File: config.mk
export PLATFORM = sky130hd
export DESIGN_NAME = pressure_switch_menu
export DESIGN_NICKNAME = d
export VERILOG_FILES = /design/src/hw/switch_menu_pkg.sv /design/src/hw/pressure_switch_menu.sv /design/src/hw/level_switch.sv
export VERILOG_INCLUDE_DIRS = /design/src /design/src/hw
export SDC_FILE = /design/constraint.sdc
export NUM_CORES = 1
export LEC_CHECK = 0
export BUFFER_PORTS_ARGS = -buffer_cell sky130_fd_sc_hd__buf_2
export CAP_MARGIN = 10
export CORE_MARGIN = 4
export CORE_UTILIZATION = 43
export DETAILED_ROUTE_END_ITERATION = 7
export HOLD_SLACK_MARGIN = 0.06
export PLACE_DENSITY = 0.72
export SLEW_MARGIN = 20
export SYNTH_ARGS = -nofsm -noshare
export SYNTH_HDL_FRONTEND = slang
export SYNTH_SLANG_ARGS = --single-unit
File: constraint.sdc
create_clock -name ref_clk -period 28.2 [get_ports ref_clk]
set_input_delay 5.64 -clock ref_clk [delete_from_list [all_inputs] [get_ports ref_clk]]
set_output_delay 5.64 -clock ref_clk [all_outputs]
set_load 0.05 [all_outputs]
File: src/hw/switch_menu_regs.svh
// Register offsets, field positions, reset values and timing counts of the switch menu.
// Assumes a 50 MHz ref_clk and pressure levels in signed counts of full scale.
// Notes on behaviour
// Mode press steps to next menu item
// Short set press shows value, no edit
// Set held five seconds enters steady edit
// Up increments, down decrements edited value
// Enter stores edited value as active
// Lock editable after reset unless operator locks
// Locked menu shows indication, refuses edits
// Output one offers four function choices
// Output one trips rising, default half scale
// Output one releases falling, default quarter
// Output one window limits default 50/25
// Output two offers same four choices
// Output two own trip/release, 50/25 defaults
// Output two own window limits, 50/25
// Analog start default -1 vacuum, else 0
// Analog end default is range top
// Set on extra entry opens sub-menu
// Keep half percent between trip, release
// Trip change drags release to stay valid
// Analog start, end ten percent apart
// Normally closed inverts normally open output
// Window open active between low, high limits
// Leaving edit without enter discards value
`ifndef SWITCH_MENU_REGS_SVH
`define SWITCH_MENU_REGS_SVH

`define CONTROL_OFFSET 5'h00
`define STATUS_OFFSET 5'h04
`define FUNCTIONS_OFFSET 5'h08
`define FIRST_HYST_OFFSET 5'h0C
`define FIRST_WINDOW_OFFSET 5'h10
`define SECOND_HYST_OFFSET 5'h14
`define SECOND_WINDOW_OFFSET 5'h18
`define ANALOG_OFFSET 5'h1C

`define CONTROL_EDITABLE_BIT 0
`define STATUS_ITEM_LSB 0
`define STATUS_MODE_LSB 4
`define STATUS_OUT1_BIT 8
`define STATUS_OUT2_BIT 9
`define STATUS_EDITABLE_BIT 10
`define FUNCTIONS_SECOND_LSB 2
`define PAIR_HIGH_LSB 16

`define EDITABLE_RESET 1'b1
`define TRIP_DEFAULT_PCT 50
`define RELEASE_DEFAULT_PCT 25
`define HYST_MIN_PERMILLE 5
`define ANALOG_SPAN_MIN_PCT 10

`define CLK_KHZ 50000
`define SET_HOLD_MS 5000
`define SET_HOLD_CYCLES (`SET_HOLD_MS * `CLK_KHZ)

`endif

File: src/hw/switch_menu_pkg.sv
// Types shared by the switch menu and its output evaluators.
// Assumes levels fit 16 signed bits.
package switch_menu_pkg;

    typedef logic signed [15:0] level_type;

    typedef enum logic [1:0] {
        hyst_open,
        hyst_closed,
        window_open,
        window_closed
    } function_type;

    typedef enum logic [3:0] {
        item_lock,
        item_first_function,
        item_first_trip,
        item_first_release,
        item_first_window_high,
        item_first_window_low,
        item_second_function,
        item_second_trip,
        item_second_release,
        item_second_window_high,
        item_second_window_low,
        item_analog_start,
        item_analog_end,
        item_additional
    } menu_item_type;

    typedef enum logic [1:0] {
        show_name,
        show_value,
        editing,
        in_submenu
    } menu_mode_type;

    typedef struct packed {
        logic mode;
        logic set;
        logic up;
        logic down;
        logic enter;
    } button_type;

    typedef struct packed {
        logic menu_editable_state;
        function_type first_output_function;
        level_type first_trip_level;
        level_type first_release_level;
        level_type first_window_high;
        level_type first_window_low;
        function_type second_output_function;
        level_type second_trip_level;
        level_type second_release_level;
        level_type second_window_high;
        level_type second_window_low;
        level_type analog_start_level;
        level_type analog_end_level;
    } settings_type;

    typedef struct packed {
        menu_item_type item;
        level_type value;
        logic flashing;
        logic editing;
        logic locked;
        logic submenu;
    } display_type;

endpackage : switch_menu_pkg

File: src/hw/pressure_switch_menu.sv
// Button menu, settings store and two switching outputs with an Avalon-MM slave.
// Buttons are asynchronous pins, active high; pressure comes from logic on ref_clk.
`timescale 1ns/1ps
`include "switch_menu_regs.svh"
module pressure_switch_menu
#(
    parameter int FULL_SCALE = 10000,
    parameter int RANGE_LOW = 0,
    parameter bit VACUUM_RANGE = 1'b0,
    parameter int LEVEL_STEP = 1,
    parameter int HOLD_CYCLES = `SET_HOLD_CYCLES
)
(
    input wire logic ref_clk,
    input wire logic rst,
    input wire logic [4:0] address,
    input wire logic read,
    input wire logic write,
    input wire logic [31:0] writedata,
    input wire logic [3:0] byteenable,
    output logic [31:0] readdata,
    output logic waitrequest,
    input wire switch_menu_pkg::button_type buttons,
    input wire switch_menu_pkg::level_type pressure_level,
    output logic first_output,
    output logic second_output,
    output switch_menu_pkg::display_type display
);
    localparam int HYST_MIN = FULL_SCALE * `HYST_MIN_PERMILLE / 1000;
    localparam int ANALOG_SPAN = (FULL_SCALE - RANGE_LOW) * `ANALOG_SPAN_MIN_PCT / 100;
    localparam switch_menu_pkg::level_type TRIP_DEFAULT =
        switch_menu_pkg::level_type'(FULL_SCALE * `TRIP_DEFAULT_PCT / 100);
    localparam switch_menu_pkg::level_type RELEASE_DEFAULT =
        switch_menu_pkg::level_type'(FULL_SCALE * `RELEASE_DEFAULT_PCT / 100);
    localparam switch_menu_pkg::level_type START_DEFAULT =
        VACUUM_RANGE ? 16'shFFFF : 16'sh0000;
    localparam switch_menu_pkg::level_type END_DEFAULT =
        switch_menu_pkg::level_type'(FULL_SCALE);
    localparam logic [27:0] HOLD_LAST = 28'(HOLD_CYCLES - 1);

    typedef struct packed {
        switch_menu_pkg::button_type sync1;
        switch_menu_pkg::button_type sync2;
        switch_menu_pkg::button_type prev;
        switch_menu_pkg::settings_type settings;
        switch_menu_pkg::menu_item_type item;
        switch_menu_pkg::menu_mode_type mode;
        logic [27:0] hold_count;
        logic hold_done;
        switch_menu_pkg::level_type edit_level;
        logic ack;
        logic [31:0] rdata;
    } state_type;

    state_type state_reg;
    state_type state_next;

    function automatic switch_menu_pkg::level_type item_value(
        input switch_menu_pkg::settings_type s,
        input switch_menu_pkg::menu_item_type it
    );
        switch_menu_pkg::level_type v;
        v = '0;
        case (it)
            switch_menu_pkg::item_lock: v = 16'(s.menu_editable_state);
            switch_menu_pkg::item_first_function: v = 16'(s.first_output_function);
            switch_menu_pkg::item_first_trip: v = s.first_trip_level;
            switch_menu_pkg::item_first_release: v = s.first_release_level;
            switch_menu_pkg::item_first_window_high: v = s.first_window_high;
            switch_menu_pkg::item_first_window_low: v = s.first_window_low;
            switch_menu_pkg::item_second_function: v = 16'(s.second_output_function);
            switch_menu_pkg::item_second_trip: v = s.second_trip_level;
            switch_menu_pkg::item_second_release: v = s.second_release_level;
            switch_menu_pkg::item_second_window_high: v = s.second_window_high;
            switch_menu_pkg::item_second_window_low: v = s.second_window_low;
            switch_menu_pkg::item_analog_start: v = s.analog_start_level;
            switch_menu_pkg::item_analog_end: v = s.analog_end_level;
            default: v = '0;
        endcase
        return v;
    endfunction : item_value

    // Keeps a trip/release pair apart by the least hysteresis
    function automatic switch_menu_pkg::level_type release_limit(
        input switch_menu_pkg::level_type trip,
        input switch_menu_pkg::level_type rel
    );
        int lim;
        lim = int'(trip) - HYST_MIN;
        return (int'(rel) > lim) ? 16'(lim) : rel;
    endfunction : release_limit

    function automatic switch_menu_pkg::settings_type store_value(
        input switch_menu_pkg::settings_type s,
        input switch_menu_pkg::menu_item_type it,
        input switch_menu_pkg::level_type v
    );
        switch_menu_pkg::settings_type r;
        r = s;
        case (it)
            switch_menu_pkg::item_lock: r.menu_editable_state = v[0];
            switch_menu_pkg::item_first_function:
                r.first_output_function = switch_menu_pkg::function_type'(v[1:0]);
            switch_menu_pkg::item_first_trip:
            begin
                r.first_trip_level = v;
                r.first_release_level = release_limit(v, s.first_release_level);
            end
            switch_menu_pkg::item_first_release:
                r.first_release_level = release_limit(s.first_trip_level, v);
            switch_menu_pkg::item_first_window_high: r.first_window_high = v;
            switch_menu_pkg::item_first_window_low: r.first_window_low = v;
            switch_menu_pkg::item_second_function:
                r.second_output_function = switch_menu_pkg::function_type'(v[1:0]);
            switch_menu_pkg::item_second_trip:
            begin
                r.second_trip_level = v;
                r.second_release_level = release_limit(v, s.second_release_level);
            end
            switch_menu_pkg::item_second_release:
                r.second_release_level = release_limit(s.second_trip_level, v);
            switch_menu_pkg::item_second_window_high: r.second_window_high = v;
            switch_menu_pkg::item_second_window_low: r.second_window_low = v;
            switch_menu_pkg::item_analog_start:
                r.analog_start_level = (int'(v) > int'(s.analog_end_level) - ANALOG_SPAN) ?
                    16'(int'(s.analog_end_level) - ANALOG_SPAN) : v;
            switch_menu_pkg::item_analog_end:
                r.analog_end_level = (int'(v) < int'(s.analog_start_level) + ANALOG_SPAN) ?
                    16'(int'(s.analog_start_level) + ANALOG_SPAN) : v;
            default: r = s;
        endcase
        return r;
    endfunction : store_value

    // Choices wrap around; levels stop at the range ends
    function automatic switch_menu_pkg::level_type step_value(
        input switch_menu_pkg::menu_item_type it,
        input switch_menu_pkg::level_type v,
        input logic up
    );
        int n;
        int top;
        top = FULL_SCALE;
        n = up ? int'(v) + LEVEL_STEP : int'(v) - LEVEL_STEP;
        if (it == switch_menu_pkg::item_lock)
        begin
            n = up ? ((int'(v) + 1) % 2) : ((int'(v) + 1) % 2);
        end
        else if (it == switch_menu_pkg::item_first_function
            || it == switch_menu_pkg::item_second_function)
        begin
            n = up ? ((int'(v) + 1) % 4) : ((int'(v) + 3) % 4);
        end
        else if (n > top)
        begin
            n = top;
        end
        else if (n < RANGE_LOW)
        begin
            n = RANGE_LOW;
        end
        return 16'(n);
    endfunction : step_value

    always_comb
    begin
        switch_menu_pkg::button_type press;
        logic set_release;
        logic edit_allowed;
        logic req;
        state_next = state_reg;
        state_next.sync1 = buttons;
        state_next.sync2 = state_reg.sync1;
        state_next.prev = state_reg.sync2;
        press = state_reg.sync2 & ~state_reg.prev;
        set_release = state_reg.prev.set & ~state_reg.sync2.set;
        edit_allowed = state_reg.settings.menu_editable_state
            || state_reg.item == switch_menu_pkg::item_lock;
        req = read | write;

        if (press.mode)
        begin
            // Edit is abandoned and the stored value stays
            if (state_reg.mode == switch_menu_pkg::editing
                || state_reg.mode == switch_menu_pkg::in_submenu)
            begin
                state_next.mode = switch_menu_pkg::show_name;
            end
            else
            begin
                state_next.mode = switch_menu_pkg::show_name;
                if (state_reg.item == switch_menu_pkg::item_additional)
                begin
                    state_next.item = switch_menu_pkg::item_lock;
                end
                else
                begin
                    state_next.item = switch_menu_pkg::menu_item_type'(4'(state_reg.item) + 4'h1);
                end
            end
        end
        else if (state_reg.mode == switch_menu_pkg::editing)
        begin
            if (press.enter)
            begin
                state_next.settings = store_value(state_reg.settings, state_reg.item,
                    state_reg.edit_level);
                state_next.mode = switch_menu_pkg::show_value;
            end
            else if (press.up)
            begin
                state_next.edit_level = step_value(state_reg.item,
                    state_reg.edit_level, 1'b1);
            end
            else if (press.down)
            begin
                state_next.edit_level = step_value(state_reg.item,
                    state_reg.edit_level, 1'b0);
            end
        end
        else if (state_reg.mode != switch_menu_pkg::in_submenu)
        begin
            if (press.set)
            begin
                state_next.hold_count = '0;
                state_next.hold_done = 1'b0;
                if (state_reg.item == switch_menu_pkg::item_additional)
                begin
                    state_next.mode = switch_menu_pkg::in_submenu;
                    state_next.hold_done = 1'b1;
                end
            end
            else if (state_reg.sync2.set && !state_reg.hold_done)
            begin
                if (state_reg.hold_count == HOLD_LAST)
                begin
                    state_next.hold_done = 1'b1;
                    state_next.mode = switch_menu_pkg::show_value;
                    if (edit_allowed)
                    begin
                        state_next.mode = switch_menu_pkg::editing;
                        state_next.edit_level = item_value(state_reg.settings, state_reg.item);
                    end
                end
                else
                begin
                    state_next.hold_count = state_reg.hold_count + 28'h000_0001;
                end
            end
            else if (set_release && !state_reg.hold_done)
            begin
                state_next.mode = switch_menu_pkg::show_value;
                state_next.hold_done = 1'b1;
            end
        end

        // Avalon slave: answer on the edge after the request appears
        state_next.ack = req && !state_reg.ack;
        if (req && !state_reg.ack)
        begin
            state_next.rdata = '0;
            if (write && address == `CONTROL_OFFSET && byteenable[0])
            begin
                state_next.settings.menu_editable_state =
                    writedata[`CONTROL_EDITABLE_BIT];
            end
            else if (read)
            begin
                if (address == `CONTROL_OFFSET)
                begin
                    state_next.rdata[`CONTROL_EDITABLE_BIT] =
                        state_reg.settings.menu_editable_state;
                end
                else if (address == `STATUS_OFFSET)
                begin
                    state_next.rdata[`STATUS_ITEM_LSB +: 4] = state_reg.item;
                    state_next.rdata[`STATUS_MODE_LSB +: 2] = state_reg.mode;
                    state_next.rdata[`STATUS_OUT1_BIT] = first_output;
                    state_next.rdata[`STATUS_OUT2_BIT] = second_output;
                    state_next.rdata[`STATUS_EDITABLE_BIT] =
                        state_reg.settings.menu_editable_state;
                end
                else if (address == `FUNCTIONS_OFFSET)
                begin
                    state_next.rdata[1:0] = state_reg.settings.first_output_function;
                    state_next.rdata[`FUNCTIONS_SECOND_LSB +: 2] =
                        state_reg.settings.second_output_function;
                end
                else if (address == `FIRST_HYST_OFFSET)
                begin
                    state_next.rdata = {state_reg.settings.first_release_level,
                        state_reg.settings.first_trip_level};
                end
                else if (address == `FIRST_WINDOW_OFFSET)
                begin
                    state_next.rdata = {state_reg.settings.first_window_low,
                        state_reg.settings.first_window_high};
                end
                else if (address == `SECOND_HYST_OFFSET)
                begin
                    state_next.rdata = {state_reg.settings.second_release_level,
                        state_reg.settings.second_trip_level};
                end
                else if (address == `SECOND_WINDOW_OFFSET)
                begin
                    state_next.rdata = {state_reg.settings.second_window_low,
                        state_reg.settings.second_window_high};
                end
                else if (address == `ANALOG_OFFSET)
                begin
                    state_next.rdata = {state_reg.settings.analog_end_level,
                        state_reg.settings.analog_start_level};
                end
            end
        end
    end

    always_ff @(posedge ref_clk or posedge rst)
    begin
        if (rst)
        begin
            state_reg <= '0;
            state_reg.settings.menu_editable_state <= `EDITABLE_RESET;
            state_reg.settings.first_trip_level <= TRIP_DEFAULT;
            state_reg.settings.first_release_level <= RELEASE_DEFAULT;
            state_reg.settings.first_window_high <= TRIP_DEFAULT;
            state_reg.settings.first_window_low <= RELEASE_DEFAULT;
            state_reg.settings.second_trip_level <= TRIP_DEFAULT;
            state_reg.settings.second_release_level <= RELEASE_DEFAULT;
            state_reg.settings.second_window_high <= TRIP_DEFAULT;
            state_reg.settings.second_window_low <= RELEASE_DEFAULT;
            state_reg.settings.analog_start_level <= START_DEFAULT;
            state_reg.settings.analog_end_level <= END_DEFAULT;
            state_reg.hold_done <= 1'b1;
        end
        else
        begin
            state_reg <= state_next;
        end
    end

    level_switch first_switch
    (
        .ref_clk(ref_clk),
        .rst(rst),
        .pressure(pressure_level),
        .func(state_reg.settings.first_output_function),
        .trip(state_reg.settings.first_trip_level),
        .release_level(state_reg.settings.first_release_level),
        .window_high(state_reg.settings.first_window_high),
        .window_low(state_reg.settings.first_window_low),
        .switch_out(first_output)
    );

    level_switch second_switch
    (
        .ref_clk(ref_clk),
        .rst(rst),
        .pressure(pressure_level),
        .func(state_reg.settings.second_output_function),
        .trip(state_reg.settings.second_trip_level),
        .release_level(state_reg.settings.second_release_level),
        .window_high(state_reg.settings.second_window_high),
        .window_low(state_reg.settings.second_window_low),
        .switch_out(second_output)
    );

    assign waitrequest = (read | write) & ~state_reg.ack;
    assign readdata = state_reg.rdata;
    assign display.item = state_reg.item;
    assign display.value = (state_reg.mode == switch_menu_pkg::editing) ?
        state_reg.edit_level : item_value(state_reg.settings, state_reg.item);
    assign display.flashing = (state_reg.mode == switch_menu_pkg::show_value);
    assign display.editing = (state_reg.mode == switch_menu_pkg::editing);
    assign display.locked = ~state_reg.settings.menu_editable_state;
    assign display.submenu = (state_reg.mode == switch_menu_pkg::in_submenu);

endmodule : pressure_switch_menu

File: src/hw/level_switch.sv
// One switching output: hysteresis or window, normally open or closed.
// Assumes pressure and levels on the same clock as the menu.
`timescale 1ns/1ps
module level_switch
(
    input wire logic ref_clk,
    input wire logic rst,
    input wire switch_menu_pkg::level_type pressure,
    input wire switch_menu_pkg::function_type func,
    input wire switch_menu_pkg::level_type trip,
    input wire switch_menu_pkg::level_type release_level,
    input wire switch_menu_pkg::level_type window_high,
    input wire switch_menu_pkg::level_type window_low,
    output logic switch_out
);
    typedef struct packed {
        logic hyst_on;
        logic out;
    } state_type;

    state_type state_reg;
    state_type state_next;

    always_comb
    begin
        logic open_level;
        open_level = 1'b0;
        state_next = state_reg;
        // Between the two levels the last decision holds
        if (pressure >= trip)
        begin
            state_next.hyst_on = 1'b1;
        end
        else if (pressure <= release_level)
        begin
            state_next.hyst_on = 1'b0;
        end
        if (func == switch_menu_pkg::hyst_open || func == switch_menu_pkg::hyst_closed)
        begin
            open_level = state_next.hyst_on;
        end
        else
        begin
            open_level = (pressure >= window_low) && (pressure <= window_high);
        end
        if (func == switch_menu_pkg::hyst_closed || func == switch_menu_pkg::window_closed)
        begin
            state_next.out = ~open_level;
        end
        else
        begin
            state_next.out = open_level;
        end
    end

    always_ff @(posedge ref_clk or posedge rst)
    begin
        if (rst)
        begin
            state_reg <= '0;
        end
        else
        begin
            state_reg <= state_next;
        end
    end

    assign switch_out = state_reg.out;

endmodule : level_switch

Word level (Yosys, flattened, before mapping)
Index checks and enable logic that the tools add are counted.
{ "totals": {"regBits": 268, "inputBits": 66} }
{ "op_classes": {"add_sub_neg": 10, "order_cmp": 18, "n_eq_ne": 39, "muxes": 81, "n_bitwise": 16, "reduce_logical": 49} }
{ "op_table": {"columns": ["op", "n"], "rows": [
  ["165-bit two-way mux", 3],
  ["16-bit two-way mux", 30],
  ["32-bit two-way mux", 7],
  ["16-bit one-hot mux with 13 select lines", 1],
  ["16-bit by 17-bit greater-than comparator with 1-bit output", 5],
  ["28-bit two-way mux", 3],
  ["16-bit >= comparator", 4],
  ["16-bit less-or-equal comparator", 4],
  ["16-bit one-hot mux with 2 select lines", 2],
  ["31-bit two-way mux", 2],
  ["16-bit by 7-bit subtractor with 17-bit output, second input constant", 3],
  ["47-bit two-way mux", 1],
  ["4-bit AND reduction", 10],
  ["17-bit by 15-bit greater-than comparator with 1-bit output, second input constant", 2],
  ["17-bit by 1-bit < comparator with 1-bit output, second input constant", 2],
  ["28-bit by 1-bit adder with 28-bit output, second input constant", 1],
  ["28-bit == test, second input constant", 1],
  ["5-bit AND reduction", 5],
  ["4-bit == test, second input constant", 6],
  ["2-bit two-way mux", 11],
  ["21-bit two-way mux", 1],
  ["5-bit == test, second input constant", 4],
  ["16-bit by 11-bit adder with 17-bit output, second input constant", 1],
  ["16-bit by 2-bit adder with 17-bit output, second input constant", 1],
  ["39 further kinds", 103]
]} }

Longest topological paths before layout
Gate-level depths: netlist of the first run.
{ "logic_depth": {"ltp_word": 11, "ltp_mapped": 19, "mapped_depth_nobuf": 17} }

By module
A second synthesis of the first run with hierarchy kept.
{ "unflattened": {"hier_cells": 2653, "hier_area_um2": 22778.1} }
{ "by_module_without_submodules": {"columns": ["module", "instances", "cells_per_inst", "area_each_um2", "seq_area_each_um2"], "rows": [
  ["pressure_switch_menu", 1, 2175, 18999.5, 6665.1],
  ["level_switch", 2, 239, 1889.3, 50.0]
]} }

Worst setup path before layout of the first run
OpenSTA, ideal clock, no wires.
{ "synth_path": {"path_type": "input-to-output", "start": "input read", "end": "output waitrequest", "t_arrival_ps": 6402, "t_required_ps": 22560, "setup_slack_ps": 16158, "path_stages": 4, "path_buffers": 1, "cell_sequence": "nor2_1 -> or2_2 -> clkbuf_1 -> inv_1"} }
{ "synth_via": {"elab_chain_len": 2} }
{ "synth_rtl": {"columns": ["element", "line_no", "text"], "rows": [
  ["start: declaration", "pressure_switch_menu.sv:17", "input wire logic read,"],
  ["1-bit OR", "pressure_switch_menu.sv:368", "assign waitrequest = (read | write) & ~state_reg.ack;"],
  ["1-bit bitwise AND", "pressure_switch_menu.sv:368", null],
  ["end: declaration", "pressure_switch_menu.sv:22", "output logic waitrequest,"]
]} }
No other way between the ends.

Worst setup path in the final report of the first run
Same ends and word-level chain as after synthesis.

==> results of run 1 <==
-- worst max-delay path, stage by stage --
cell	delay, ns
buf_2	0.11
nor2_1	0.08
or2_2	0.53
inv_1	0.15
buf_2	0.25
-- kinds of logic after synthesis --
logic type               count (synthesis)  share of synthesized area, %
adder cells (fa/ha/maj)                227                         12.63
XOR/XNOR                               121                         4.839
multiplexers                            83                         5.385
flip-flops                             268                         30.11
buffers and inverters                  368                         6.894
AO/OA/AOI/OAI                          748                         22.20
AND/OR/NAND/NOR                        847                         17.95
-- per-layer routing --
metal / routed length, um / track usage, % / vias to the layer above / part of all wire (%)
li1: - / - / 9686 / -
met1: 37170 / 44.34 / 10850 / 39
met2: 39120 / 47.00 / 1451 / 41
met3: 12050 / 8.782 / 353 / 13
met4: 7521 / 21.41 / 6 / 7.8
met5: 34 / 0 / - / 0.035
-- per-stage QoR --
stage	setup slack (ns)	hold WS, ns	util, %	cells
finish	15.80	0.3484	47.72	3362
global route	15.71	0.3613	47.71	3359
CTS	15.79	0.3522	47.67	3359
detailed placement	15.79	0.3365	45.34	3295
global placement	15.79	0.3341	45.33	3295
floorplan	15.26	0.3312	-	2662
-- power breakdown --
group	internal [mW]	total, mW	switching, mW
Sequential	0.435	0.536	0.100
Clock	0.283	0.481	0.198
Combinational	0.391	1.20	0.814
Total	1.11	2.22	1.11
-- worst min path at each step --
stage | end | start | cells past startpoint | slack [ns]
final | state_next[251]$_DFF_PP0_ | state_next[256]$_DFF_PP0_ | 0 | 0.35
after global placement | state_next[249]$_DFF_PP0_ | state_next[254]$_DFF_PP0_ | 0 | 0.33
after detailed placement | state_next[250]$_DFF_PP0_ | state_next[255]$_DFF_PP0_ | 0 | 0.34
after global routing | state_next[250]$_DFF_PP0_ | state_next[255]$_DFF_PP0_ | 0 | 0.36
after floorplan | state_next[249]$_DFF_PP0_ | state_next[254]$_DFF_PP0_ | 0 | 0.33
after CTS | state_next[249]$_DFF_PP0_ | state_next[254]$_DFF_PP0_ | 0 | 0.35
-- placed cells by master (no fill, tap or decap), types with 16 or more instances in the layout --
cell,Yosys,final
nand2_1,284,281
ha_1,226,226
o21ai_0,222,222
dfrtp_1,221,221
nor2_1,179,176
inv_1,172,171
a21oi_1,119,119
nand3_1,96,96
xnor2_1,91,91
buf_2,5,90
a22oi_1,59,59
buf_4,37,57
nor3_1,55,49
dfstp_2,47,47
nand4_1,46,46
a21o_1,41,41
nor2b_1,39,39
clkbuf_16,0,35
mux2i_1,32,32
o21a_1,31,31
a221oi_1,31,31
and3_1,28,28
mux4_2,28,28
a22o_1,28,28
a211oi_1,28,28
xor2_1,28,28
a31oi_1,27,26
nor4_1,22,22
nand2b_1,22,21
mux2_2,20,20
o211ai_1,16,16
-- cell type report --
| class | count | area (um2) | share of cell area [%] |
|---|---|---|---|
| multi-input cells | 2026 | 14210 | 57.80 |
| flip-flops and latches | 268 | 6765 | 27.52 |
| clock buffers | 41 | 918.4 | 3.736 |
| repair buffers | 148 | 889.6 | 3.619 |
| well taps | 680 | 850.8 | 3.461 |
| inverters | 173 | 656.9 | 2.672 |
| clock inverters | 23 | 285.3 | 1.160 |
| diodes | 3 | 7.507 | 0.03054 |
==> metrics.md, run 1 <==
| Metric | Value |
|---|---|
| Via count | `22350` |
| Routability congestion estimate | `1.037` |
| Hold_buf cts | `0` |
| Status | `finished, final reports clean` |
| Largest area contributor in the netlist | `dfrtp_1` |
| Main flop type after synthesis | `dfrtp_1` |
| Final setup TNS | `0 ns` |
| H-tree lvl count | `2` |
| Max reg flops | `218` |
| Clock sinks | `268` |
| Port buffer count | `90` |
| Starting density of the core | `43.62%` |
| Critical path fanouts, max | `33` |
| Post-synthesis cell type count | `91` |
| First-pass GRT wire length | `140.0 mm` |
| Tmin final | `12.40 ns` |
| Startpoint types | `input port` |
| Post-route cell area | `24580 um2` |
| Worst skew pair latency | `0.56 ns` |
| RSZ-0062 raised after global routing | `no` |
| Max_cap viols | `0` |
| Clock skew | `0.01984 ns` |
| Die H | `236.6 um` |
| CP endpoint | `waitrequest` |
| Leakage | `10.24 nW` |
| Post-DRT Antenna Nets | `0` |
| Post-synthesis sequential area ratio | `30.11%` |
| Mapped Cells | `2662` |
| Top-count cell post-synth | `nand2_1` |
| Slew headroom | `19.79%` |
| TritonCTS Buffers | `35` |
| Reg-to-Reg Start | `state_reg[34]$_DFFE_PP0P_` |
| Crit path arrival time | `6.76 ns` |
| NumNets Final | `2944` |
| Synth area leaders | `dfrtp_1 (25%), ha_1 (13%), dfstp_2 (5.5%)` |
| Drt total wl | `95.90 mm` |
| Layout cells sized above 1 | `12.80%` |
| Critical Path End Type | `output pin` |
| Synth top area share | `24.61%` |
| Syn nets | `2954` |
| Synth cell count leaders | `nand2_1 (284), ha_1 (226), o21ai_0 (222), dfrtp_1 (221), nor2_1 (179)` |
| Clock transition at the registers of the reported paths | `0.05 ns` |
| Fillers | `4934` |
| Core ar. | `51510 um2` |
| Initial antenna violation count | `5` |
| Num ports | `125` |
| Critical path class | `in -> out` |
| Routed len/inst | `28.52 um` |
| Max VDD drop | `0.09427 mV` |
| Critical path required time | `22.56 ns` |
| Share of flip-flops with an asynchronous set or reset | `100.0%` |
| PostCTS Resize Cnt | `0` |
| Final setup fails | `0` |
| Post-CTS setup buffer count | `0` |
| DPL Wire Length | `70.99 mm` |
| Post-place instance area | `23350 um2` |
| Die width | `236.6 um` |
| R2R Setup Slk | `22.87 ns` |
| Synth-to-Final Area Change | `9.405%` |
| Placement Rows | `83` |
| Max clock buf depth | `3` |
| Largest net degree at the start of global routing | `131` |
| Hold crit path type | `reg -> reg` |
| Die Area | `55970 um2` |
| Syn_area_per_cell | `8.441 um2` |
| Final hold vios | `0` |
| Maximum clock frequency | `80.64 MHz` |
| Vias in the first global route | `20940` |
| # DRC | `0` |
| GR Overflow Total | `0` |
| Tot GR Track Use | `33.08%` |
| Vias per cell | `6.648` |
| Detailed Route Iter0 Violations | `3079` |
| Seq cells post-synth | `268` |
| Synth warn | `0` |
| Power per Cell Area | `90.33 nW/um2` |
| Worst setup startpoint | `read` |
| DRT Pass-1 Iters | `6` |
| Post-Syn Area | `22470 um2` |
| Worst-margin pin slew | `1.184 ns` |
| CTS tree | `built` |
| Design Power | `2.221 mW` |
| Clk root buf | `clkbuf_16` |
| R2R cell count | `18` |
| Post-synth EDFFs | `0` |
| Tcrit/Tclk final | `43.97%` |
| Reg-to-Reg End | `state_reg[225]$_DFFE_PP1P_` |
| Fin. max-slew vios | `0` |
No activity file was read; power rests on OpenSTA's default activity.
==> inputs of run 2 (changes only) <==
==> constraint.sdc (replaced) <==
create_clock -name ref_clk -period 11.7 [get_ports ref_clk]
set_input_delay 2.34 -clock ref_clk [delete_from_list [all_inputs] [get_ports ref_clk]]
set_output_delay 2.34 -clock ref_clk [all_outputs]
set_load 0.05 [all_outputs]
==> metrics.md, run 2 (same netlist as run 1, synthesis figures left out) <==
| Metric | Value |
|---|---|
| Status | `finished, final reports clean` |
| Final hold vios | `0` |
| Logic pwr share | `54.6%` |
| Switching pwr | `2.681 mW` |
| Placement Rows | `83` |
| Port buffer count | `90` |
| Hold_buf cts | `0` |
| Clock transition at the registers of the reported paths | `0.06 ns` |
| Reg-to-Reg Start | `state_reg[35]$_DFFE_PP0P_` |
| Critical path fanouts, max | `20` |
| Layout Utilization | `47.65%` |
| Switching portion of total power | `50.43%` |
| Post-CTS setup buffer count | `0` |
| Die H | `236.6 um` |
| Hold Path Sink | `state_next[249]$_DFF_PP0_` |
| Largest net degree at the start of global routing | `145` |
| Max reg flops | `218` |
| RSZ-0062 raised after global routing | `no` |
| Origin of the worst min-delay path | `state_next[254]$_DFF_PP0_` |
| Die width | `236.6 um` |
| Detailed Route Iter0 Violations | `2969` |
| Num ports | `125` |
| NumNets Final | `2945` |
| Maximum clock frequency | `148.6 MHz` |
| GR Overflow Total | `0` |
| Vias per cell | `6.623` |
| Critical path required time | `9.36 ns` |
| Flip-flop and latch area | `6765 um2` |
| Final setup TNS | `0 ns` |
| Power per Cell Area | `216.6 nW/um2` |
| Worst skew pair latency | `0.57 ns` |
| Critical path class | `reg -> out` |
| Reg-to-Reg End | `state_reg[160]$_DFFE_PP0P_` |
| Drt total wl | `97.09 mm` |
| Core ar. | `51510 um2` |
| Tot GR Track Use | `33.57%` |
| First-pass GRT wire length | `141.5 mm` |
| Leakage | `10.21 nW` |
| Die Area | `55970 um2` |
| Starting density of the core | `43.62%` |
| DPL Wire Length | `72.08 mm` |
| Int Pwr | `2.635 mW` |
| Multi-input gate area | `14210 um2` |
| TritonCTS Buffers | `35` |
| Fillers | `4973` |
| Synth-to-Final Area Change | `9.227%` |
| Max clock buf depth | `3` |
| CTS tree | `built` |
| Crit path arrival time | `4.39 ns` |
| Routed len/inst | `28.89 um` |
| R2R cell count | `14` |
| Clk root buf | `clkbuf_16` |
| Startpoint types | `flip-flop` |
| Hold depth | `0` |
| Via count | `22260` |
| Max_cap viols | `0` |
| R2R Setup Slk | `6.15 ns` |
| Max VDD drop | `0.1610 mV` |
| DRT Pass-1 Iters | `7` |
| Tmin final | `6.730 ns` |
| Fin. max-slew vios | `0` |
| Flop pwr share | `24.6%` |
| Vias in the first global route | `21030` |
| Routability congestion estimate | `1.056` |
| Clock skew | `0.03012 ns` |
| Commonest non-fill, non-tap cell in the layout | `nand2_1` |
| H-tree lvl count | `2` |
| Tcrit/Tclk final | `57.52%` |
| Clock sinks | `268` |
| Clock power share | `20.8%` |
| PostCTS Resize Cnt | `0` |
| Commonest cells after routing, fill and taps aside | `nand2_1 (281), ha_1 (226), o21ai_0 (222)` |
| Initial antenna violation count | `7` |
| Critical Path End Type | `output pin` |
| Post-DRT Antenna Nets | `0` |
| Final setup fails | `0` |
| Slew headroom | `21.22%` |
| # DRC | `0` |
| Hold crit path type | `reg -> reg` |
| Layout cells sized above 1 | `12.58%` |
| Worst-margin pin slew | `1.180 ns` |
[run 2: cell types whose count changed in the layout (fill, tap and decap cells not counted), sizes merged]
cell,delta
clkbuf,+8
clkinv,-6
bufinv,-2
inv,-2
buf,+1
[run 2: cell type report]
| type | count | area share (%) |
|---|---|---|
| Multi-Input combinational cell | 2026 | 57.91 |
| Sequential cell | 268 | 27.57 |
| Clock buffer | 49 | 3.987 |
| Timing Repair Buffer | 149 | 3.691 |
| Tap cell | 680 | 3.467 |
| Inverter | 173 | 2.697 |
| Clock inverter | 13 | 0.6475 |
| Antenna cell | 3 | 0.03059 |
[run 2: worst max-delay path by stage]
stage	endpoint	slack [ns]	startpoint	depth (start not counted)
floorplan	display[20]$_DFFE_PP0P_	2.06	rst	1
global placement	display[10]	5.75	display[22]$_DFFE_PP0P_	7
detailed placement	display[10]	5.75	display[20]$_DFFE_PP0P_	7
CTS	display[10]	5.14	display[20]$_DFFE_PP0P_	7
global route	display[9]	4.93	display[20]$_DFFE_PP0P_	8
finish	display[10]	4.97	display[20]$_DFFE_PP0P_	7
[run 2: through the flow]
stage / instances / worst slack, ns / hold slack (ns) / area [um2] / power [mW]
final: 3361 / 4.970 / 0.3500 / 24540 / 5.315
after detailed placement: 3296 / 5.750 / 0.3395 / 23380 / 4.094
after floorplan: 2662 / 2.056 / 0.3312 / 22470 / 3.097
after global placement: 3296 / 5.746 / 0.3411 / 23380 / 4.051
after global routing: 3360 / 4.930 / 0.3589 / 24540 / 5.547
after CTS: 3358 / 5.138 / 0.3517 / 24520 / 5.214
[run 2: critical path, stage by stage, from the launching register on]
cell and delay (ns):
dfrtp_1 0.95, nand2_1 0.51, nor2_2 1.03, a22o_1 0.27, a221oi_1 0.05, and3_1 0.39
a21oi_1 0.30, buf_2 0.31
[run 2: metal layers]
metal / wire [um] / global-route usage, %
met5: 28 / 0
met2: 40680 / 49.35
met3: 12090 / 10.69
met1: 37580 / 43.74
met4: 6713 / 18.74
[run 2: power by group through the flow]
stage               Combinational [mW]  Sequential [mW]  Clock, mW
global route                      3.08             1.31       1.16
finish                            2.90             1.31       1.11
floorplan                         1.92             1.18          0
detailed placement                2.79             1.30          0
CTS                               2.81             1.29       1.12
global placement                  2.75             1.30          0
